[config.mk]
export PLATFORM = sky130hd
export DESIGN_NAME = cml_monitor
export DESIGN_NICKNAME = d
export VERILOG_FILES = /design/src/cml_pkg.sv /design/src/cml_monitor.sv
export SDC_FILE = /design/constraint.sdc
export NUM_CORES = 1
export LEC_CHECK = 0
export ABC_AREA = 1
export BUFFER_PORTS_ARGS = -buffer_cell sky130_fd_sc_hd__buf_2
export CORE_MARGIN = 4
export CORE_UTILIZATION = 55
export DETAILED_ROUTE_END_ITERATION = 7
export GPL_TIMING_DRIVEN = 0
export PLACE_DENSITY = 0.75
export SYNTH_ARGS = -nofsm -noshare
export SYNTH_HDL_FRONTEND = slang
export SYNTH_SLANG_ARGS = --single-unit
[constraint.sdc]
create_clock -name clk_sys_i -period 4.11 [get_ports clk_sys_i]
set_input_delay 0.6165 -clock clk_sys_i [delete_from_list [all_inputs] [get_ports clk_sys_i]]
set_output_delay 0.6165 -clock clk_sys_i [all_outputs]
set_load 0.01 [all_outputs]
[src/cml_pkg.sv]
// cml_pkg: constants and carrier types for the chassis monitor limits block
// assumes: one 40 MHz clock, commands arrive as one-cycle strobes from the
// instrument command parser, measurements arrive already digitised
package cml_pkg;

    // ------------------------------------------------------------------
    // sizes
    // ------------------------------------------------------------------
    localparam int SLOT_COUNT    = 13;              // slots 0 through 12
    localparam int TEMP_W        = 12;              // temperature word width
    localparam int LIMIT_W       = 8;               // event-count limit, 0..255
    localparam int COUNT_W       = 9;               // counter holds 0..256
    localparam int SOURCE_W      = 3;               // 0 bus error, 1..7 ack levels
    localparam int VOLT_BITS     = 7;               // meaningful voltage bits
    localparam int COND_W        = 16;              // every condition word

    // ------------------------------------------------------------------
    // counts and field positions
    // ------------------------------------------------------------------
    localparam logic [COUNT_W-1:0] COUNT_CEILING = 9'h100;  // saturation at 256
    localparam logic [COUNT_W-1:0] COUNT_RESET   = 9'h000;
    localparam logic [LIMIT_W-1:0] LIMIT_RESET   = 8'h00;   // zero: monitoring off
    localparam logic [TEMP_W-1:0]  RISE_RESET    = 12'h000;
    localparam logic [SOURCE_W-1:0] SRC_BUSERR   = 3'h0;
    localparam int TEMP_AMB_BIT  = 13;              // ambient alarm bit
    localparam int BEV_BUSERR    = 0;               // bus-error over limit
    localparam int BEV_SYSFAIL   = 1;               // sysfail asserted
    localparam int BEV_ACFAIL    = 2;               // acfail asserted
    localparam int BEV_ACK_BASE  = 3;               // ack level 1 at bit 3
    localparam int ATTR_COUNT    = 5;               // summary bits

    // query selector for the status read port
    typedef enum logic [2:0] {
        CML_Q_VOLT = 3'h0,
        CML_Q_FAN  = 3'h1,
        CML_Q_TEMP = 3'h2,
        CML_Q_TIME = 3'h3,
        CML_Q_BUS  = 3'h4
    } cml_attr_t;

    // command strobe group from the command parser
    typedef struct packed {
        logic                     rise_wr;      // slot_rise_limit_cmd
        logic [3:0]               rise_slot;
        logic [TEMP_W-1:0]        rise_val;
        logic                     limit_wr;     // buserr/ack_level_limit_cmd
        logic [SOURCE_W-1:0]      limit_src;
        logic [LIMIT_W-1:0]       limit_val;
        logic                     clear;        // count clear command
        logic [SOURCE_W-1:0]      clear_src;
        logic                     enab_wr;      // enable register write
        cml_attr_t                enab_attr;
        logic [COND_W-1:0]        enab_val;
    } cml_cmd_t;

    // query group from the command parser
    typedef struct packed {
        logic                     rd;           // one-cycle read strobe
        logic [3:0]               kind;         // see CML_RD_* below
        logic [3:0]               index;        // slot or source number
        cml_attr_t                attr;
    } cml_query_t;

    localparam logic [3:0] CML_RD_RISE  = 4'h0;  // slot rise limit readback
    localparam logic [3:0] CML_RD_LIMIT = 4'h1;  // event limit readback
    localparam logic [3:0] CML_RD_COUNT = 4'h2;  // event count query
    localparam logic [3:0] CML_RD_COND  = 4'h3;  // condition query
    localparam logic [3:0] CML_RD_EVENT = 4'h4;  // event query, clears
    localparam logic [3:0] CML_RD_ENAB  = 4'h5;  // enable readback

endpackage
[src/cml_monitor.sv]
// cml_monitor: limit checking, bus event counting and status hierarchy
// assumes: inputs synchronous to clk_sys_i; event pulses one cycle per
// completed backplane cycle; one command or query per cycle at most
//
// Behaviour
// compare slot rise above ambient to limit
// separate rise limit for slots 0 to 12
// rise limits readable back unchanged
// only one event source monitored
// writing a limit selects that source
// event-count limit is eight bits, 0..255
// zero limit disables all event monitoring
// count query zero for unmonitored sources
// counter saturates at 256 until cleared
// clear to monitored source zeroes counter
// changing monitored source zeroes counter
// clear to other source is ignored
// condition, event, enable for five attributes
// condition bits follow present state
// voltage bits 0..6, upper bits zero
// voltage condition reads 0 to 127
// temperature bits 0..12 slots, 13 ambient
// bus-event bit map errors, fails, acks
// event bits latch rises, clear on read
// event AND enable ORed into summary
// count selected source only when limit nonzero
// over-limit when count exceeds limit
`timescale 1ns/10ps
`default_nettype none

module cml_monitor (
    input  wire logic                          clk_sys_i,      // 40 MHz
    input  wire logic                          resetn_i,       // synchronous, low
    input  wire cml_pkg::cml_cmd_t             cmd_i,          // command strobes
    input  wire cml_pkg::cml_query_t           query_i,        // query strobe
    input  wire logic [cml_pkg::TEMP_W-1:0]    ambient_temp_i, // measured ambient
    input  wire logic [cml_pkg::TEMP_W-1:0]    slot_temp_i [cml_pkg::SLOT_COUNT],
    input  wire logic                          ambient_over_i, // ambient alarm
    input  wire logic [cml_pkg::VOLT_BITS-1:0] volt_out_i,     // supply out of tol
    input  wire logic [3:0]                    fan_out_i,      // fan out of tol
    input  wire logic [2:0]                    time_out_i,     // elapsed time over
    input  wire logic                          buserr_evt_i,   // bus-error cycle done
    input  wire logic [7:1]                    ack_evt_i,      // ack cycle done
    input  wire logic                          sysfail_asserted_i,
    input  wire logic                          acfail_asserted_i,
    output logic [cml_pkg::COND_W-1:0]         rd_data_o,      // query answer
    output logic                               rd_valid_o,     // answer strobe
    output logic [cml_pkg::ATTR_COUNT-1:0]     summary_o       // per-attribute
);

    // ------------------------------------------------------------------
    // helpers
    // ------------------------------------------------------------------
    // map attribute to its summary bit index, used for enable and event
    function automatic int attr_index(input cml_pkg::cml_attr_t a);
        case (a)
            cml_pkg::CML_Q_VOLT: attr_index = 0;
            cml_pkg::CML_Q_FAN:  attr_index = 1;
            cml_pkg::CML_Q_TEMP: attr_index = 2;
            cml_pkg::CML_Q_TIME: attr_index = 3;
            default:             attr_index = 4;
        endcase
    endfunction

    // ------------------------------------------------------------------
    // state
    // ------------------------------------------------------------------
    logic [cml_pkg::TEMP_W-1:0]   rise_limit [cml_pkg::SLOT_COUNT]; // per slot
    logic [cml_pkg::LIMIT_W-1:0]  event_limit;      // one limit, one source
    logic [cml_pkg::SOURCE_W-1:0] event_src;        // monitored source
    logic [cml_pkg::COUNT_W-1:0]  event_count;      // 0..256
    logic [cml_pkg::SLOT_COUNT-1:0] slot_over;      // per-slot comparison
    logic [cml_pkg::COND_W-1:0]   cond [cml_pkg::ATTR_COUNT];
    logic [cml_pkg::COND_W-1:0]   cond_q [cml_pkg::ATTR_COUNT]; // previous
    logic [cml_pkg::COND_W-1:0]   evt [cml_pkg::ATTR_COUNT];    // latched
    logic [cml_pkg::COND_W-1:0]   enab [cml_pkg::ATTR_COUNT];
    logic                         src_hit;          // selected source pulsed
    logic                         count_over;       // count above limit
    logic [cml_pkg::COND_W-1:0]   next_rd_data;
    logic [cml_pkg::ATTR_COUNT-1:0] evt_rd;         // event read this cycle

    // ------------------------------------------------------------------
    // slot temperature rise check
    // ------------------------------------------------------------------
    // rise is measured above ambient; a slot cooler than ambient never trips
    genvar s;
    generate
        for (s = 0; s < cml_pkg::SLOT_COUNT; s++) begin : g_slot
            always_ff @(posedge clk_sys_i) begin
                if (!resetn_i) begin
                    rise_limit[s] <= cml_pkg::RISE_RESET;
                end else if (cmd_i.rise_wr && cmd_i.rise_slot == 4'(s)) begin
                    rise_limit[s] <= cmd_i.rise_val;
                end
            end
            // compare rise, not absolute temperature
            always_comb begin
                slot_over[s] = (slot_temp_i[s] > ambient_temp_i) &&
                               ((slot_temp_i[s] - ambient_temp_i) > rise_limit[s]);
            end
        end
    endgenerate

    // ------------------------------------------------------------------
    // event source, limit and counter
    // ------------------------------------------------------------------
    // a limit write selects its source and restarts the count
    always_ff @(posedge clk_sys_i) begin
        if (!resetn_i) begin
            event_limit <= cml_pkg::LIMIT_RESET;
            event_src   <= cml_pkg::SRC_BUSERR;
        end else if (cmd_i.limit_wr) begin
            event_limit <= cmd_i.limit_val;
            event_src   <= cmd_i.limit_src;
        end
    end

    // only the selected source is seen; others are ignored
    always_comb begin
        if (event_src == cml_pkg::SRC_BUSERR) begin
            src_hit = buserr_evt_i;
        end else begin
            src_hit = ack_evt_i[event_src];
        end
    end

    // counter: limit write and matching clear both zero it; saturates at 256
    always_ff @(posedge clk_sys_i) begin
        if (!resetn_i) begin
            event_count <= cml_pkg::COUNT_RESET;
        end else if (cmd_i.limit_wr) begin
            event_count <= cml_pkg::COUNT_RESET;
        end else if (cmd_i.clear && cmd_i.clear_src == event_src) begin
            event_count <= cml_pkg::COUNT_RESET;
        end else if (src_hit && event_limit != cml_pkg::LIMIT_RESET &&
                     event_count != cml_pkg::COUNT_CEILING) begin
            event_count <= event_count + 9'h001;
        end
    end

    // compare in nine bits so a count of 256 exceeds a limit of 255
    assign count_over = (event_limit != cml_pkg::LIMIT_RESET) &&
                        (event_count > {1'b0, event_limit});

    // ------------------------------------------------------------------
    // condition words
    // ------------------------------------------------------------------
    // conditions are present state only, recomputed every cycle
    always_comb begin
        for (int a = 0; a < cml_pkg::ATTR_COUNT; a++) begin
            cond[a] = '0;
        end
        cond[0][cml_pkg::VOLT_BITS-1:0] = volt_out_i;
        cond[1][3:0] = fan_out_i;
        cond[2][cml_pkg::SLOT_COUNT-1:0] = slot_over;
        cond[2][cml_pkg::TEMP_AMB_BIT] = ambient_over_i;
        cond[3][2:0] = time_out_i;
        cond[4][cml_pkg::BEV_SYSFAIL] = sysfail_asserted_i;
        cond[4][cml_pkg::BEV_ACFAIL]  = acfail_asserted_i;
        if (event_src == cml_pkg::SRC_BUSERR) begin
            cond[4][cml_pkg::BEV_BUSERR] = count_over;
        end else begin
            cond[4][cml_pkg::BEV_ACK_BASE + int'(event_src) - 1] = count_over;
        end
    end

    // ------------------------------------------------------------------
    // event and enable registers
    // ------------------------------------------------------------------
    // an event query clears only the attribute it reads
    always_comb begin
        for (int a = 0; a < cml_pkg::ATTR_COUNT; a++) begin
            evt_rd[a] = query_i.rd && query_i.kind == cml_pkg::CML_RD_EVENT &&
                        attr_index(query_i.attr) == a;
        end
    end

    genvar a;
    generate
        for (a = 0; a < cml_pkg::ATTR_COUNT; a++) begin : g_attr
            // previous condition for rise detection
            always_ff @(posedge clk_sys_i) begin
                if (!resetn_i) begin
                    cond_q[a] <= '0;
                end else begin
                    cond_q[a] <= cond[a];
                end
            end
            // a rise in the read cycle survives the clear
            always_ff @(posedge clk_sys_i) begin
                if (!resetn_i) begin
                    evt[a] <= '0;
                end else if (evt_rd[a]) begin
                    evt[a] <= cond[a] & ~cond_q[a];
                end else begin
                    evt[a] <= evt[a] | (cond[a] & ~cond_q[a]);
                end
            end
            // enable mask written by the controller
            always_ff @(posedge clk_sys_i) begin
                if (!resetn_i) begin
                    enab[a] <= '0;
                end else if (cmd_i.enab_wr && attr_index(cmd_i.enab_attr) == a) begin
                    enab[a] <= cmd_i.enab_val;
                end
            end
            // summary for the next status level
            always_ff @(posedge clk_sys_i) begin
                if (!resetn_i) begin
                    summary_o[a] <= 1'b0;
                end else begin
                    summary_o[a] <= |(evt[a] & enab[a]);
                end
            end
        end
    endgenerate

    // ------------------------------------------------------------------
    // query answers
    // ------------------------------------------------------------------
    // answers are zero-extended to sixteen bits
    always_comb begin
        next_rd_data = '0;
        case (query_i.kind)
            cml_pkg::CML_RD_RISE: begin
                if (query_i.index < 4'(cml_pkg::SLOT_COUNT)) begin
                    next_rd_data[cml_pkg::TEMP_W-1:0] = rise_limit[query_i.index];
                end
            end
            cml_pkg::CML_RD_LIMIT: begin
                if (query_i.index[2:0] == event_src) begin
                    next_rd_data[cml_pkg::LIMIT_W-1:0] = event_limit;
                end
            end
            cml_pkg::CML_RD_COUNT: begin
                // unmonitored sources always read zero
                if (query_i.index[2:0] == event_src) begin
                    next_rd_data[cml_pkg::COUNT_W-1:0] = event_count;
                end
            end
            cml_pkg::CML_RD_COND: begin
                next_rd_data = cond[attr_index(query_i.attr)];
            end
            cml_pkg::CML_RD_EVENT: begin
                next_rd_data = evt[attr_index(query_i.attr)];
            end
            cml_pkg::CML_RD_ENAB: begin
                next_rd_data = enab[attr_index(query_i.attr)];
            end
            default: begin
                next_rd_data = '0;
            end
        endcase
    end

    // registered answer, one cycle after the query strobe
    always_ff @(posedge clk_sys_i) begin
        if (!resetn_i) begin
            rd_data_o  <= '0;
            rd_valid_o <= 1'b0;
        end else begin
            rd_valid_o <= query_i.rd;
            rd_data_o  <= query_i.rd ? next_rd_data : '0;
        end
    end

endmodule

`default_nettype wire

Yosys cells after proc, flatten, opt, wreduce, memory -nomap -nowiden
Memories as Yosys holds them, arrays and structs flattened.
Cells that the tools add are included.
{ "op_classes": {"mul": 0, "n_div": 0, "bitwise_logic": 55, "n_eq_ne": 34, "n_mux": 143, "n_lt_le_gt_ge": 32, "reduce_logical": 57, "add_sub_neg": 16, "shift": 0} }
{ "op_table": {"columns": ["operator", "n"], "rows": [
  ["16-bit two-way mux", 22],
  ["12-bit > comparator", 26],
  ["12-bit two-way mux", 14],
  ["12-bit subtractor", 13],
  ["32-bit by 3-bit equality test with 1-bit output, second input constant", 4],
  ["16-bit bitwise AND", 6],
  ["1-bit two-way mux", 90],
  ["16-bit NOT", 5],
  ["16-bit OR", 5],
  ["16-bit OR reduction", 5],
  ["32-bit by 2-bit equality test with 1-bit output, second input constant", 2],
  ["32-bit by 4-bit equality test with 1-bit output, second input constant", 2],
  ["32-bit zero test", 2],
  ["32-bit two-way mux", 2],
  ["16-bit binary-select mux with 3-bit select", 1],
  ["8-bit case mux with 6 select lines", 1],
  ["1-bit logical AND", 42],
  ["3-bit case mux with 4 select lines", 3],
  ["1-bit OR", 33],
  ["32-bit by 4-bit >= comparator with 1-bit output, second input constant", 1],
  ["32-bit NOT", 1],
  ["4-bit by 3-bit equality test with 1-bit output, second input constant", 6],
  ["4-bit equality test, second input constant", 5],
  ["14-bit by 16-bit bitwise AND with 16-bit output", 1],
  ["other kinds (32)", 45]
]} }
{ "word_totals": {"mem_bits_ro": 0, "reg_bits": 42, "ram_bits": 396, "inputBits": 260, "out_inout_bits": 22, "latchBits": 0, "mem_count": 4} }
{ "memory_table": {"columns": ["memory", "words", "word_bits", "read_ports", "rd_ports_with_merged_regs", "wr", "line_no", "rtl"], "rows": [
  ["rise_limit", 13, 12, 14, 0, 13, "cml_monitor.sv:68", "logic [cml_pkg::TEMP_W-1:0] rise_limit [cml_pkg::SLOT_COUNT];"],
  ["cond_q", 5, 16, 5, 0, 5, "cml_monitor.sv:74", "logic [cml_pkg::COND_W-1:0] cond_q [cml_pkg::ATTR_COUNT];"],
  ["enab", 5, 16, 6, 0, 5, "cml_monitor.sv:76", "logic [cml_pkg::COND_W-1:0] enab [cml_pkg::ATTR_COUNT];"],
  ["evt", 5, 16, 6, 0, 5, "cml_monitor.sv:75", "logic [cml_pkg::COND_W-1:0] evt [cml_pkg::ATTR_COUNT];"]
]} }

Depth between registers and ports, before layout
{ "logic_depth": {"ltp_word": 12, "mapped_depth": 22, "ltp_nobuf": 22} }

Worst setup path before layout
OpenSTA, ideal clock, no wires.
{ "synth_path": {"path_kind": "input to register", "startpoint": "input ambient_temp_i[2] in the netlist's numbering", "endpoint": "memory evt[2][7] in the netlist's numbering (data pin)", "required_time_ps": 3857, "setup_slack_ps": 728, "t_arrival_ps": 3129, "cell_stages": 19, "path_cell_list": "inv_1 ha_1 nand2_1 nand2_1 a31oi_1 inv_1 a31o_2 a21oi_1 xor2_1 inv_1 ha_1 nand4_1 nor3_1 nand4_1 nand2_1 nand3b_1 nor2_1 nand2_1 nand2_1"} }
{ "synth_rtl": {"columns": ["item", "line_no", "rtl"], "rows": [
  ["from (decl)", "cml_monitor.sv:36", "input wire logic [cml_pkg::TEMP_W-1:0] ambient_temp_i,"],
  ["to (decl)", "cml_monitor.sv:75", null]
]} }

Worst setup path in the final report
{ "layout_path": {"startpoint": "input ambient_temp_i[5] in the netlist's numbering", "endpoint": "register rd_data_o[7] in the netlist's numbering"} }
{ "layout_between": {"elab_chain_len": 7} }
{ "layout_lines": {"columns": ["item", "line_no", "rtl"], "rows": [
  ["12-bit subtractor", "cml_monitor.sv:99", "((slot_temp_i[s] - ambient_temp_i) > rise_limit[s]);"],
  ["12-bit > comparator", "cml_monitor.sv:99", null],
  ["1-bit logical AND (*)", "cml_monitor.sv:98", "slot_over[s] = (slot_temp_i[s] > ambient_temp_i) &&"],
  ["16-bit binary-select mux with 3-bit select (*)", "cml_monitor.sv:242", "next_rd_data = cond[attr_index(query_i.attr)];"],
  ["16-bit two-way mux (not written as such) (*) (2 in a row)", "cml_monitor.sv:242", null],
  ["8-bit case mux with 6 select lines (*)", "cml_monitor.sv:224", "case (query_i.kind)"],
  ["to (signal assigned)", "cml_monitor.sv:263", "rd_data_o <= query_i.rd ? next_rd_data : '0;"],
  ["to (decl)", "cml_monitor.sv:46", "output logic [cml_pkg::COND_W-1:0] rd_data_o,"]
]} }
Mark *: on every way between the ends. The rest lies on a longest branch, timed or not. The select of a mux whose other input is x is not followed.
A chain may end at the register's enable or synchronous reset.

==> key figures <==
Job
  – Max_cap viols: 0

Floorplan
  – Die area: 54810 sq um
  – Die width: 234.1 um
  – Core Box Area: around 50000 sq um
  – Starting Density: about 56%
  – Die H: ~230 um
  – Site Rows: 82
  – # IOs: 282

Final layout
  – Nets: approximately 4600
  – Register area: 10130 sq um
  – Synthesis-to-finish area growth: 13.62%
  – Fillcell total: 4546
  – Post-route insts no fill: 4686
  – Multi-input logic area: 15620 sq um
  – Share of layout cells above drive strength 1: approximately 11%
  – Post-route cell area: between 30000 and 40000 sq um

Synth
  – Synth Cell Area: 28120 sq um
  – EDFF count, synth: 280
  – Netlist cell types: 61
  – Synth top area cells: edfxtp_1 30%, ha_1 14%, nand2_1 8.8%
  – Post-synth top flop: edfxtp_1
  – Synth warn: 0
  – Post-synthesis sequential area ratio: 36.02%
  – Mean Syn Cell Area: 7.791 sq um
  – Register bit total from synthesis: approximately 370
  – Share of the synthesized area in the top cell type: between 20% and 30%
  – Cells after Synth: 3609
  – Cell type with the largest total area after synthesis: edfxtp_1
  – Post-synth ARST share: 0%

Critical path
  – Nature of the critical path endpoint: flop
  – Slowest cell on crit path: ha_1
  – Critical path class: in2reg
  – CP Max Fanout: 13
  – CP bufs+invs: 3
  – Critical path arrival: 4.42 ns
  – Crit path required time: about 4.6 ns
  – Worst path cell trace: buf_2 -> clkinvlp_4 -> ha_1 -> nand2_1 -> a21oi_1 -> nor3_1 -> nand2_1 -> a31oi_1 -> xor2_1 -> inv_1 -> ha_1 -> nand4_1 -> nor3_1 -> nand2_1 -> o211ai_1 -> nand3b_1 -> nor2_1 -> nor2_1 -> nor2_1
  – Family with the most delay on the worst path: simple AND/OR/NAND/NOR gates
  – Element type at the critical path start: input pin
  – CP peak stage delay: around 0.57 ns

Clock network
  – CTS tree: yes
  – CTS Buf Count: 40
  – Root buffer cell: clkbuf_16
  – Clk sinks: about 370
  – Clock Path Buffers: 3
  – Htree depth: 2
  – Clk slew on worst S/H paths: 0.06 ns
  – Worst skew pair latency: 0.59 ns

STA
  – Slew Limit Headroom: 18.05%
  – Slew @ Worst Pin: roughly 1.2 ns
  – Slew Limit Fails: 0
  – Final min period: 3.914 ns
  – RSZ-0062 raised after global routing: no
  – Fin Setup TNS: 0 ns
  – Worst Skew: 0.02909 ns
  – Max Freq: 255.5 MHz
  – Crit share post-route: 95.23%
  – Endpoints failing setup: 0
  – Worst hold slack: 0.2464 ns
  – Final WS setup: 0.1962 ns
  – Fin. Hold Viols: 0

Drt
  – DR DRC count: 10
  – Detailed Routing Iterations Pass 1: 8
  – WL final: 97.51 mm
  – Avg Vias per Cell: ~5.8
  – Routed Antenna Nets: 0
  – Vias after detailed routing: 27020
  – Initial DRC Count: approximately 3500
  – Per-cell routed wire length: 20.81 um

Global route
  – Total track usage: 34.67%
  – Vias in the first global route: 24595
  – Grt ovf: 0
  – Initial antenna violation count: 1
  – First-pass GRT wire length: 143.6 mm
  – Largest net degree at the start of global routing: 17

Power and ir drop
  – Leak pwr: 15.58 nW
  – Cell Pwr Density: between 300 and 400 nW/um^2
  – Worst ir drop on vdd: 0.2963 mV

Min path
  – Class of the tightest hold or removal check: in2reg

Placement
  – Placed cells: 4600
  – DP Wirelength: around 76 mm
  – Place WS: -1.192 ns
  – I/O Buffers: around 270
  – Post-DP Area: ~31000 sq um
  – Gpl congestion: 1.018

Status
  – Violated checks: design-rule violations
  – Outcome: finished, violations left
==> where the power goes <==
part | total (mW) | internal [mW] | switching (mW)
combinational | 3.11 | 1.13 | 1.98
sequential | 4.39 | 4.23 | 0.164
clock | 3.56 | 1.97 | 1.60
==> through the flow <==
stage / power, mW / util, %
floorplan: 6.499 / -
global placement: 7.410 / 60.52
detailed placement: 7.467 / 60.58
CTS: 10.96 / 63.17
global route: 11.61 / 63.42
finish: 11.06 / 63.42
==> worst reg2reg max path: stages (launching register included) <==
cell and delay, ns:
edfxtp_1 0.49, inv_1 0.09, ha_1 0.33, nand3_1 0.12
o211ai_1 0.20, nand2_1 0.08, o2111ai_1 0.08, nand3b_1 0.32
nor2_1 0.23, nor2_1 0.10, nor2_1 0.09
==> state kept, by name (all words and copies together), names as in the netlist <==
signal,flops
rd_valid_o,1
event_src,3
rd_data_o,16
cond_q,44
evt,44
event_limit,8
rise_limit,156
event_count,9
summary_o,5
enab,80
==> cells by family after synthesis <==
group                      share of synthesized area, %
AOI/OAI and AO/OA                                 12.80
other                                           0.01334
and+or+nand+nor                                   22.39
adders and majority gates                         15.34
DFF                                               36.02
xor gates and xnor gates                          4.361
buffers and inverters                             9.033
muxes                                           0.03560
==> cell usage after synthesis (4+ instances only) <==
cell type,instances
a21oi_1,273
xor2_1,82
xnor2_1,58
buf_6,15
buf_2,20
nor2_2,5
o21a_1,5
a21o_1,22
edfxtp_1,280
o21ai_0,178
o21ai_1,26
nand3b_1,8
inv_1,519
o22ai_1,10
nor3_1,32
nand2_2,4
ha_1,324
nor2_4,5
a221oi_1,9
nor4_1,8
inv_2,17
fa_1,13
nand3_1,218
clkbuf_1,45
o211ai_1,20
dfxtp_1,86
nand4_1,49
nand2_1,662
o2111ai_1,12
buf_4,4
a31oi_1,31
and3_1,9
a22oi_1,10
o221ai_1,11
nor2_1,478
buf_1,11
o31ai_1,14
==> placed cells by master (no fill, tap or decap), types with 12 or more instances in the layout <==
master / n
o2111ai_1: 12
nand3_1: 218
inv_1: 512
buf_6: 16
buf_2: 292
nand4_1: 49
nor3_1: 32
xor2_1: 82
clkbuf_1: 54
dfxtp_1: 86
conb_1: 44
buf_4: 16
edfxtp_1: 280
o21ai_1: 29
xnor2_1: 58
inv_2: 17
fa_1: 13
a21oi_1: 273
clkbuf_16: 41
o21ai_0: 175
o31ai_1: 13
ha_1: 324
nor2_1: 478
a21o_1: 22
nand2_1: 662
o211ai_1: 20
a31oi_1: 31
==> area by class of cell <==
type,instances,share of cell area (%)
buffer,95,1.594
sequential,366,31.71
clock inverter,21,0.5757
multi-input combinational,2652,48.88
inverter,539,6.438
timing repair buffer,288,4.766
antenna,1,0.007832
clock buffer,52,3.403
tap,672,2.632
==> worst paths after layout <==
check | from | endpoint | slack, ns | cells past startpoint
setup reg to reg | rise_limit[8][3] | rd_data_o[8] | 1.91 | 10
setup / recovery | ambient_temp_i[5] | rd_data_o[7] | 0.20 | 19
hold / removal | volt_out_i[0] | cond_q[0][0] | 0.25 | 3
hold reg to reg | cond_q[2][11] | evt[2][11] | 0.51 | 3
==> repair_timing <==
item                                   in CTS  in global routing
endpoints found under the hold margin       0                  0
setup endpoints to repair                  36                 21
resized for setup                           2                  8
setup buffers                               4                  8
hold buffers                                0                  0
==> metal layers <==
layer  part of all wire (%)  wire length (um)  global-route usage [%]
met5                      0                 0                       0
met4                    3.1              3066                   9.673
met3                     13             12290                   7.507
met2                     42             40910                   51.47
met1                     42             41240                   51.19
(Power assumes the default switching activity.)
